File: src/hw/serial_if_params.svh
`ifndef SERIAL_IF_PARAMS_SVH
`define SERIAL_IF_PARAMS_SVH
// register indices, byte address is four times the index
`define PIN_FUNCTION_SELECT_IDX 6'h0B
`define MODULE_CLOCK_GATE_IDX   6'h0E
`define SERIAL_MODE_ONE_IDX     6'h24
`define SERIAL_MODE_TWO_IDX     6'h25
`define SHIFT_DATA_LOW_IDX      6'h26
`define SHIFT_DATA_HIGH_IDX     6'h27
// registers of our own
`define START_COMMAND_IDX       6'h30
`define STATUS_IDX              6'h31
// field positions
`define CONT_CLOCK_SELECT_BIT   3
`define PIN_DATA_OUT_BIT        2
`define PIN_CLOCK_BIT           1
`define IDLE_LEVEL_BIT          1
`define PULLUP_ENABLE_BIT       2
`define MODE_EXT_CLOCK_CODE     3'h7
`define GATE_SERIAL_BIT         0
// reset values
`define SERIAL_MODE_ONE_RST     4'h0
`define PIN_FUNCTION_RST        4'h0
`define GATE_RST                4'h0
// timing
`define BITS_PER_TRANSFER       4'h8
`define MODE_SETTLE_CYCLES      2'h2
`endif

File: src/hw/serial_if_pkg.sv
package serial_if_pkg;
  typedef enum logic [1:0] {
    ST_START_WAIT,
    ST_CLOCK_WAIT,
    ST_TRANSFER,
    ST_CONT_CLOCK
  } serial_state_type;
endpackage : serial_if_pkg

File: src/hw/clocked_serial_interface.sv
`timescale 1ns/1ps
`include "serial_if_params.svh"
module clocked_serial_interface
  import serial_if_pkg::*;
(
  input  wire logic        core_clk,          // system clock, 10 MHz
  input  wire logic        rst,               // synchronous reset, high
  input  wire logic [7:0]  avs_address,       // word address
  input  wire logic        avs_read,          // read strobe
  input  wire logic        avs_write,         // write strobe
  input  wire logic [31:0] avs_writedata,     // write data
  input  wire logic [3:0]  avs_byteenable,    // byte enables
  output logic      [31:0] avs_readdata,      // read data
  output logic             avs_waitrequest,   // stall
  input  wire logic        sclkIn,            // serial clock pin level
  output logic             sclkOut,           // serial clock drive value
  output logic             sclkOe,            // serial clock drive enable
  input  wire logic        serialIn,          // serial data in pin
  output logic             serialOut,         // serial data out
  output logic             serialOutOe,       // serial data out enable
  output logic             pullupEn,          // pull-up pmos on
  output logic             serialIrqFlag      // irq flag level
);

  // register state
  serial_state_type state_ff, nxt_state;
  logic [3:0] serial_mode_one_ff, nxt_serial_mode_one;
  logic [3:0] pending_mode_ff, nxt_pending_mode;
  logic [1:0] settle_ff, nxt_settle;
  logic [3:0] pin_function_select_ff, nxt_pin_function_select;
  logic [3:0] module_clock_gate_ff, nxt_module_clock_gate;
  logic       idle_level_ff, nxt_idle_level;
  logic       pullup_ff, nxt_pullup;
  logic [7:0] shift_ff, nxt_shift;
  logic [3:0] bit_counter_ff, nxt_bit_counter;
  logic       serial_irq_flag_ff, nxt_serial_irq_flag;
  logic       out_ff, nxt_out;
  logic       sclk_drv_ff, nxt_sclk_drv;
  logic [1:0] pre_cnt_ff, nxt_pre_cnt;
  logic       first_low_ff, nxt_first_low;
  logic       ack_ff, nxt_ack;
  logic [31:0] rdata_ff, nxt_rdata;
  logic [2:0] sclk_sync_ff;
  logic       sclk_level_ff, nxt_sclk_level;
  logic [2:0] sin_sync_ff;
  logic       sclk_oe_ff, nxt_sclk_oe;

  logic       extClock;
  logic       clkFall;
  logic       req;
  logic       wrMode1;
  logic       wrStart;
  logic       gated;
  logic       idleState;

  // external clock when mode one bits 2:0 hold the external clock code 7
  assign extClock  = (serial_mode_one_ff[2:0] == `MODE_EXT_CLOCK_CODE);
  assign gated     = module_clock_gate_ff[`GATE_SERIAL_BIT];
  assign req       = (avs_read | avs_write) & ~ack_ff;
  assign wrMode1   = avs_write & ~ack_ff & avs_byteenable[0]
                     & (avs_address[5:0] == `SERIAL_MODE_ONE_IDX);
  assign wrStart   = avs_write & ~ack_ff & avs_byteenable[0]
                     & (avs_address[5:0] == `START_COMMAND_IDX);
  assign idleState = (state_ff == ST_START_WAIT) | (state_ff == ST_CLOCK_WAIT);
  assign nxt_sclk_level = (sclk_sync_ff[1] == sclk_sync_ff[2]) ? sclk_sync_ff[2]
                                                              : sclk_level_ff;
  // drive enable registered from the mode that takes effect next
  assign nxt_sclk_oe = (nxt_serial_mode_one[2:0] != `MODE_EXT_CLOCK_CODE);

  // pin synchronisers, clock pin change accepted once stages two and three agree
  always_ff @(posedge core_clk) begin
    if (rst) begin
      sclk_sync_ff  <= 3'h7;
      sin_sync_ff   <= 3'h0;
      sclk_level_ff <= 1'b1;
    end else begin
      sclk_sync_ff  <= {sclk_sync_ff[1:0], sclkIn};
      sin_sync_ff   <= {sin_sync_ff[1:0], serialIn};
      sclk_level_ff <= nxt_sclk_level;
    end
  end

  // serial clock edges seen by the engine, from the selected source
  logic clkPrev_ff;
  logic clkNow;
  assign clkNow  = extClock ? nxt_sclk_level : nxt_sclk_drv;
  assign clkFall = clkPrev_ff & ~clkNow & ~gated;
  logic clkRiseEv;
  assign clkRiseEv = ~clkPrev_ff & clkNow & ~gated;

  always_ff @(posedge core_clk) begin
    if (rst) begin
      clkPrev_ff <= 1'b1;
    end else begin
      clkPrev_ff <= clkNow;
    end
  end

  // engine next state
  always_comb begin
    nxt_state           = state_ff;
    nxt_bit_counter     = bit_counter_ff;
    nxt_serial_irq_flag = serial_irq_flag_ff;
    nxt_shift           = shift_ff;
    nxt_out             = out_ff;
    nxt_first_low       = first_low_ff;
    nxt_idle_level      = idle_level_ff;
    nxt_pullup          = pullup_ff;
    if (avs_write & ~ack_ff & avs_byteenable[0]) begin
      if ((avs_address[5:0] == `SERIAL_MODE_TWO_IDX) && (state_ff != ST_TRANSFER)) begin
        nxt_idle_level = avs_writedata[`IDLE_LEVEL_BIT];
        nxt_pullup     = avs_writedata[`PULLUP_ENABLE_BIT];
        // idle level drives output at once in start-wait or clock-wait
        if (idleState) begin
          nxt_out = avs_writedata[`IDLE_LEVEL_BIT];
        end
      end
      // software side writes shift halves in any state, transfers included
      if (avs_address[5:0] == `SHIFT_DATA_LOW_IDX) begin
        nxt_shift[3:0] = avs_writedata[3:0];
      end
      if (avs_address[5:0] == `SHIFT_DATA_HIGH_IDX) begin
        nxt_shift[7:4] = avs_writedata[3:0];
      end
    end
    if (avs_read & ~ack_ff & (avs_address[5:0] == `STATUS_IDX)) begin
      nxt_serial_irq_flag = 1'b0;
    end
    case (state_ff)
      ST_START_WAIT: begin
        nxt_bit_counter = 4'h0;
        if (wrStart) begin
          nxt_bit_counter = 4'h0;
          nxt_state       = ST_CLOCK_WAIT;
        end
      end
      ST_CLOCK_WAIT: begin
        if (wrMode1) begin
          nxt_state = ST_START_WAIT;
        end else if (wrStart) begin
          nxt_bit_counter = 4'h0;
        end else if (clkFall) begin
          if (!extClock && !pin_function_select_ff[`CONT_CLOCK_SELECT_BIT]) begin
            nxt_state = ST_CONT_CLOCK;
          end else begin
            // re-entry after noise is the same path
            nxt_state     = ST_TRANSFER;
            nxt_first_low = 1'b1;
            nxt_out       = shift_ff[0];
          end
        end
      end
      // transfer spans first fall to eighth rise
      ST_TRANSFER: begin
        if (wrMode1 || wrStart) begin
          // mode-one write stops clocks and resets counter
          // no flag during first low phase
          nxt_bit_counter = 4'h0;
          nxt_state       = wrMode1 ? ST_START_WAIT : ST_CLOCK_WAIT;
          if (!first_low_ff) begin
            nxt_serial_irq_flag = 1'b1;
          end
        end else if (clkRiseEv) begin
          // count on rise, sample lsb first
          nxt_first_low = 1'b0;
          nxt_shift     = {sin_sync_ff[2], shift_ff[7:1]};
          if (bit_counter_ff == `BITS_PER_TRANSFER - 4'h1) begin
            // external to clock-wait, internal to start-wait
            nxt_bit_counter     = 4'h0;
            nxt_serial_irq_flag = 1'b1;
            nxt_state           = extClock ? ST_CLOCK_WAIT : ST_START_WAIT;
          end else begin
            nxt_bit_counter = bit_counter_ff + 4'h1;
          end
        end else if (clkFall) begin
          nxt_out = shift_ff[0];
        end
      end
      ST_CONT_CLOCK: begin
        if (wrMode1) begin
          nxt_state = ST_START_WAIT;
        end
      end
      default: begin
        nxt_state = ST_START_WAIT;
      end
    endcase
  end

  always_ff @(posedge core_clk) begin
    if (rst) begin
      state_ff           <= ST_START_WAIT;
      bit_counter_ff     <= 4'h0;
      serial_irq_flag_ff <= 1'b0;
      shift_ff           <= 8'h00;
      // low after reset until an idle write or a transfer sets it
      out_ff             <= 1'b0;
      first_low_ff       <= 1'b0;
      idle_level_ff      <= 1'b0;
      pullup_ff          <= 1'b0;
    end else begin
      state_ff           <= nxt_state;
      bit_counter_ff     <= nxt_bit_counter;
      serial_irq_flag_ff <= nxt_serial_irq_flag;
      shift_ff           <= nxt_shift;
      out_ff             <= nxt_out;
      first_low_ff       <= nxt_first_low;
      idle_level_ff      <= nxt_idle_level;
      pullup_ff          <= nxt_pullup;
    end
  end

  // mode register with delayed effect and internal clock generator
  always_comb begin
    nxt_serial_mode_one     = serial_mode_one_ff;
    nxt_pending_mode        = pending_mode_ff;
    nxt_settle              = settle_ff;
    nxt_pin_function_select = pin_function_select_ff;
    nxt_module_clock_gate   = module_clock_gate_ff;
    nxt_sclk_drv            = sclk_drv_ff;
    nxt_pre_cnt             = pre_cnt_ff;
    if (wrMode1) begin
      nxt_pending_mode = avs_writedata[3:0];
      nxt_settle       = `MODE_SETTLE_CYCLES;
    end else if (settle_ff != 2'h0) begin
      nxt_settle = settle_ff - 2'h1;
      // new mode applied after settle delay
      if (settle_ff == 2'h1) begin
        nxt_serial_mode_one = pending_mode_ff;
      end
    end
    // software writes pin function select and module clock gate after this
    if (avs_write & ~ack_ff & avs_byteenable[0]) begin
      if (avs_address[5:0] == `PIN_FUNCTION_SELECT_IDX) begin
        nxt_pin_function_select = avs_writedata[3:0];
      end
      if (avs_address[5:0] == `MODULE_CLOCK_GATE_IDX) begin
        nxt_module_clock_gate = avs_writedata[3:0];
      end
    end
    // internal clock runs only in clock-wait, transfer or continuous state
    if (!extClock && !gated &&
        ((state_ff == ST_TRANSFER) || (state_ff == ST_CONT_CLOCK) ||
         (state_ff == ST_CLOCK_WAIT))) begin
      nxt_pre_cnt = pre_cnt_ff + 2'h1;
      if (pre_cnt_ff == serial_mode_one_ff[3:2]) begin
        nxt_pre_cnt  = 2'h0;
        nxt_sclk_drv = ~sclk_drv_ff;
      end
    end else begin
      nxt_pre_cnt  = 2'h0;
      nxt_sclk_drv = 1'b1;
    end
  end

  always_ff @(posedge core_clk) begin
    if (rst) begin
      serial_mode_one_ff     <= `SERIAL_MODE_ONE_RST;
      pending_mode_ff        <= `SERIAL_MODE_ONE_RST;
      settle_ff              <= 2'h0;
      pin_function_select_ff <= `PIN_FUNCTION_RST;
      module_clock_gate_ff   <= `GATE_RST;
      sclk_drv_ff            <= 1'b1;
      pre_cnt_ff             <= 2'h0;
      sclk_oe_ff             <= 1'b1;
    end else begin
      serial_mode_one_ff     <= nxt_serial_mode_one;
      pending_mode_ff        <= nxt_pending_mode;
      settle_ff              <= nxt_settle;
      pin_function_select_ff <= nxt_pin_function_select;
      module_clock_gate_ff   <= nxt_module_clock_gate;
      sclk_drv_ff            <= nxt_sclk_drv;
      pre_cnt_ff             <= nxt_pre_cnt;
      sclk_oe_ff             <= nxt_sclk_oe;
    end
  end

  // bus answer: one wait cycle, then acknowledge
  always_comb begin
    nxt_ack   = req;
    nxt_rdata = 32'h0000_0000;
    case (avs_address[5:0])
      `SHIFT_DATA_LOW_IDX:  nxt_rdata = {28'h0000000, shift_ff[3:0]};
      `SHIFT_DATA_HIGH_IDX: nxt_rdata = {28'h0000000, shift_ff[7:4]};
      `STATUS_IDX:          nxt_rdata = {25'h0, bit_counter_ff, state_ff,
                                         serial_irq_flag_ff};
      default:              nxt_rdata = 32'h0000_0000;
    endcase
  end

  always_ff @(posedge core_clk) begin
    if (rst) begin
      ack_ff   <= 1'b0;
      rdata_ff <= 32'h0000_0000;
    end else begin
      ack_ff   <= nxt_ack;
      rdata_ff <= nxt_rdata;
    end
  end

  // outputs straight from flip-flops
  assign avs_readdata    = rdata_ff;
  assign avs_waitrequest = ~ack_ff;
  // drive clock only in internal mode
  assign sclkOut         = sclk_drv_ff;
  assign sclkOe          = sclk_oe_ff;
  assign serialOut       = out_ff;
  assign serialOutOe     = pin_function_select_ff[`PIN_DATA_OUT_BIT];
  assign pullupEn        = pullup_ff;
  assign serialIrqFlag   = serial_irq_flag_ff;

endmodule : clocked_serial_interface

File: config.mk
export PLATFORM = sky130hd
export DESIGN_NAME = clocked_serial_interface
export DESIGN_NICKNAME = d
export VERILOG_FILES = /design/src/hw/serial_if_pkg.sv /design/src/hw/clocked_serial_interface.sv
export VERILOG_INCLUDE_DIRS = /design/src /design/src/hw
export SDC_FILE = /design/constraint.sdc
export NUM_CORES = 1
export LEC_CHECK = 0
export BUFFER_PORTS_ARGS = -buffer_cell sky130_fd_sc_hd__buf_2
export CAP_MARGIN = 20
export CORE_MARGIN = 8
export CORE_UTILIZATION = 25
export DETAILED_ROUTE_END_ITERATION = 7
export SKIP_CTS_REPAIR_TIMING = 1
export SLEW_MARGIN = 40
export SYNTH_ARGS = -nofsm -noshare
export SYNTH_HDL_FRONTEND = slang
export SYNTH_SLANG_ARGS = --single-unit
File: constraint.sdc
create_clock -name core_clk -period 2.6 [get_ports core_clk]
set_input_delay 0.13 -clock core_clk [delete_from_list [all_inputs] [get_ports core_clk]]
set_output_delay 0.13 -clock core_clk [all_outputs]
set_load 0.005 [all_outputs]
==> reports/metrics.yaml <==
placed_design:
  post-place-ws_ps: 416.9
  routabilityCongestion: 0.7863
  hpwlAfterDp_microns: 4550
  portBuffers: 30
clock_network:
  cts_buffers: 5
  clock_sinks: 51
  clk_pin_slew_ps: 90
  cts_tree: "done"
  cts_buffer_depth: 2
  cts_root_buf: "clkbuf_8"
  clk-insertion-delay-late_ps: 300
  ctsHtreeMaxLevel: 2
worst_setup_path:
  worst-r2r-setup-slack_ps: 390
  crit_start: "serial_mode_one_ff[3]"
  crit_path_max_incr_delay_ps: 560
  critPathMaxFanout: 8
  arrival_ps: 2440
  r2r_end: "bit_counter_ff[2]"
  start_kind: "flip-flop"
  crit_type: "reg -> reg"
  cp.buffers_inverters: 0
  critPathTopFamily: "simple AND/OR/NAND/NOR gates"
  r2r-start: "serial_mode_one_ff[3]"
  required_ps: 2840
  setup.worst_path.end_class: "flip-flop"
  critPathSlowestCell: "or4b_1"
  crit_end: "bit_counter_ff[2]"
  cp.depth: 6
  crit_chain: "xor2_1, or3_4, a31oi_4, nand4_1, or4b_1, a21oi_1"
  ff2ff_path_depth: 6
floorplan:
  core_sq_mm: 0.01028
  initial_core_util_pct: 25.57
  ios: 89
  die_height_microns: 118.5
  die_w_microns: 118.5
  rows: 37
  dieArea_sq_mm: 0.01405
timing:
  final.period_utilization_pct: 84.97
  rsz0062_at_grt: "no"
  hold_violations: 0
  max_freq_ghz: 0.4527
  drv_slew: 0
  fin_hold_ws_ps: 33.74
  timing.setup.tns_ps: 0
  worst_slack_ps: 390.9
  clock-skew-final_ps: 3.964
  period_needed_ps: 2209
  worstMarginPinSlew_ps: 620.3
  max_slew_margin_pct: 58.56
  finalSetupViolCount: 0
global_route:
  grtUsageTotal_pct: 8.301
  overflow: 0
  antenna_found_initial: 1
  grt_pass1_vias: 1954
  grt_max_degree: 48
  grt_pass1_wl_microns: 9715
yosys:
  synthDistinctLibCells: 57
  synth_edf_count: 0
  synth_fa_ha_area_share_pct: 2.762
  yosys.area.top_type_share_pct: 38.86
  synth_compound_area_share_pct: 13.10
  ys_ff_latch: 51
  synthesis.yosys.warnings: 0
  synth.largest_area_cell: "dfxtp_1"
  synth_area_per_cell_sq_um: 9.060
  synth_xor_area_share_pct: 1.333
  async_flop_share_pct: 0
  synth_top_family_by_area: "simple AND/OR/NAND/NOR gates"
  synth_simple_gate_area_share_pct: 22.67
  muxShareOfSynthArea_pct: 10.19
  synth_area_leaders: "dfxtp_1 (39%), mux2i_1 (7.6%), buf_4 (7.1%)"
  syn_inst: 290
  ys_dominant_reg_cell: "dfxtp_1"
  synth-seq-area-share_pct: 38.86
  syn_area_sq_mm: 0.002628
finish:
  final_layout_size_suffix_gt1_share_pct: 18.85
  layout.nets: 368
  multi_input_area_sq_mm: 0.001409
  area_growth_pct: 10.14
  antenna_cells: 0
  layout.area.seq_sq_mm: 0.001021
  n_fill_cell: 1130
drt:
  via_count: 2033
  drc_errors: 0
  routed_wl_microns: 5968
  drt_iter0_drc: 72
  wl_per_cell_microns: 13.29
  firstDrtPassIters: 4
  viasPerCell: 4.528
  ant_nets: 0
worst_hold_path:
  hp-class: "in -> reg"
  min_from: "serialIn"
power_and_ir_drop:
  ir_worst_vdd_v: 0.0002847
  pwr_density_cell_mw_per_mm2: 511.0
  p_leak_nw: 1.271
status:
  run_status: "completed"
flow_run:
  cap_violations: 0
placed cells by master, fill, tap and decap left out, drive strengths merged, types with 3 or more instances in the layout:
| cell | n |
|---|---|
| o21ai | 12 |
| buf | 33 |
| a31oi | 8 |
| or2 | 4 |
| xor2 | 3 |
| dfxtp | 51 |
| nor2b | 5 |
| a22oi | 4 |
| a211oi | 9 |
| clkbuf | 5 |
| nand3b | 4 |
| ha | 5 |
| nand3 | 6 |
| and3 | 6 |
| and3b | 3 |
| conb | 25 |
| nand2 | 9 |
| a21oi | 9 |
| or3 | 4 |
| nand4 | 3 |
| nand2b | 3 |
| nor2 | 39 |
| mux2i | 20 |
| mux2 | 6 |
| inv | 7 |
area by class of cell:
class / instances / share of cell area (%)
Tap cell: 136 / 5.880
Inverter: 7 / 0.9079
Timing Repair Buffer: 34 / 6.399
Sequential cell: 51 / 35.28
Multi-Input combinational cell: 214 / 48.68
Clock buffer: 5 / 2.378
Clock inverter: 2 / 0.4756
state kept, by name (all words and copies together), names as in the netlist, 2 cells and up:
name	cells
avs_readdata	7
bit_counter_ff	4
pending_mode_ff	4
pin_function_select_ff	2
pre_cnt_ff	2
sclk_sync_ff	3
serial_mode_one_ff	4
settle_ff	2
shift_ff	8
sin_sync_ff	3
state_ff	2
how the worst min path moves through the flow:
stage	slack, ps	end	cells past startpoint
floorplan	230	sclk_sync_ff[0]	1
global placement	310	sclk_sync_ff[0]	2
detailed placement	320	sclk_sync_ff[0]	2
CTS	-8	sclk_sync_ff[0]	2
global route	30	sin_sync_ff[0]	2
finish	30	sin_sync_ff[0]	2
stage by stage:
stage          power, mW  std cells  area [sq um]  utilization, %
6_report           1.479        449          2894           28.16
5_1_grt            1.546        449          2894           28.16
4_1_cts            1.495        448          2882           28.04
3_5_place_dp       1.049        441          2799           27.23
3_3_place_gp       1.043        441          2799           27.23
2_1_floorplan      1.012        314          2718               -
cell families after synthesis:
| group | count (synthesis) |
|---|---|
| buffers and inverters | 49 |
| adders and majority gates | 6 |
| other | 1 |
| and+or+nand+nor | 102 |
| AOI/OAI and AO/OA | 51 |
| DFF | 51 |
| muxes | 26 |
| xor gates and xnor gates | 4 |
Yosys cell counts (3+ instances only):
master / number
nand3b_1: 4
nand3_1: 6
or2_2: 4
ha_1: 5
a21oi_1: 9
or3_1: 3
and3b_1: 3
buf_4: 25
nor2b_1: 5
clkbuf_1: 12
nand2_1: 8
xor2_1: 3
a22oi_1: 4
nor2_1: 38
a211oi_1: 9
mux2i_1: 20
a31oi_1: 7
dfxtp_1: 51
and3_1: 6
inv_1: 7
mux2_2: 6
o21ai_0: 11
nand4_1: 3
layer usage:
metal | GRT usage, % | share of wire, %
met1 | 10.49 | 47
met2 | 13.10 | 46
met3 | 3.237 | 6.8
met4 | 1.739 | 0.30
met5 | 0 | 0.20
power breakdown:
group          leakage (nW)  internal [mW]  total [mW]  switching, mW
Sequential            0.412          0.794       0.803        0.00893
Clock                0.0440          0.185       0.445          0.261
Combinational         0.814         0.0944       0.230          0.136
Power figures use the tool's default switching activity.
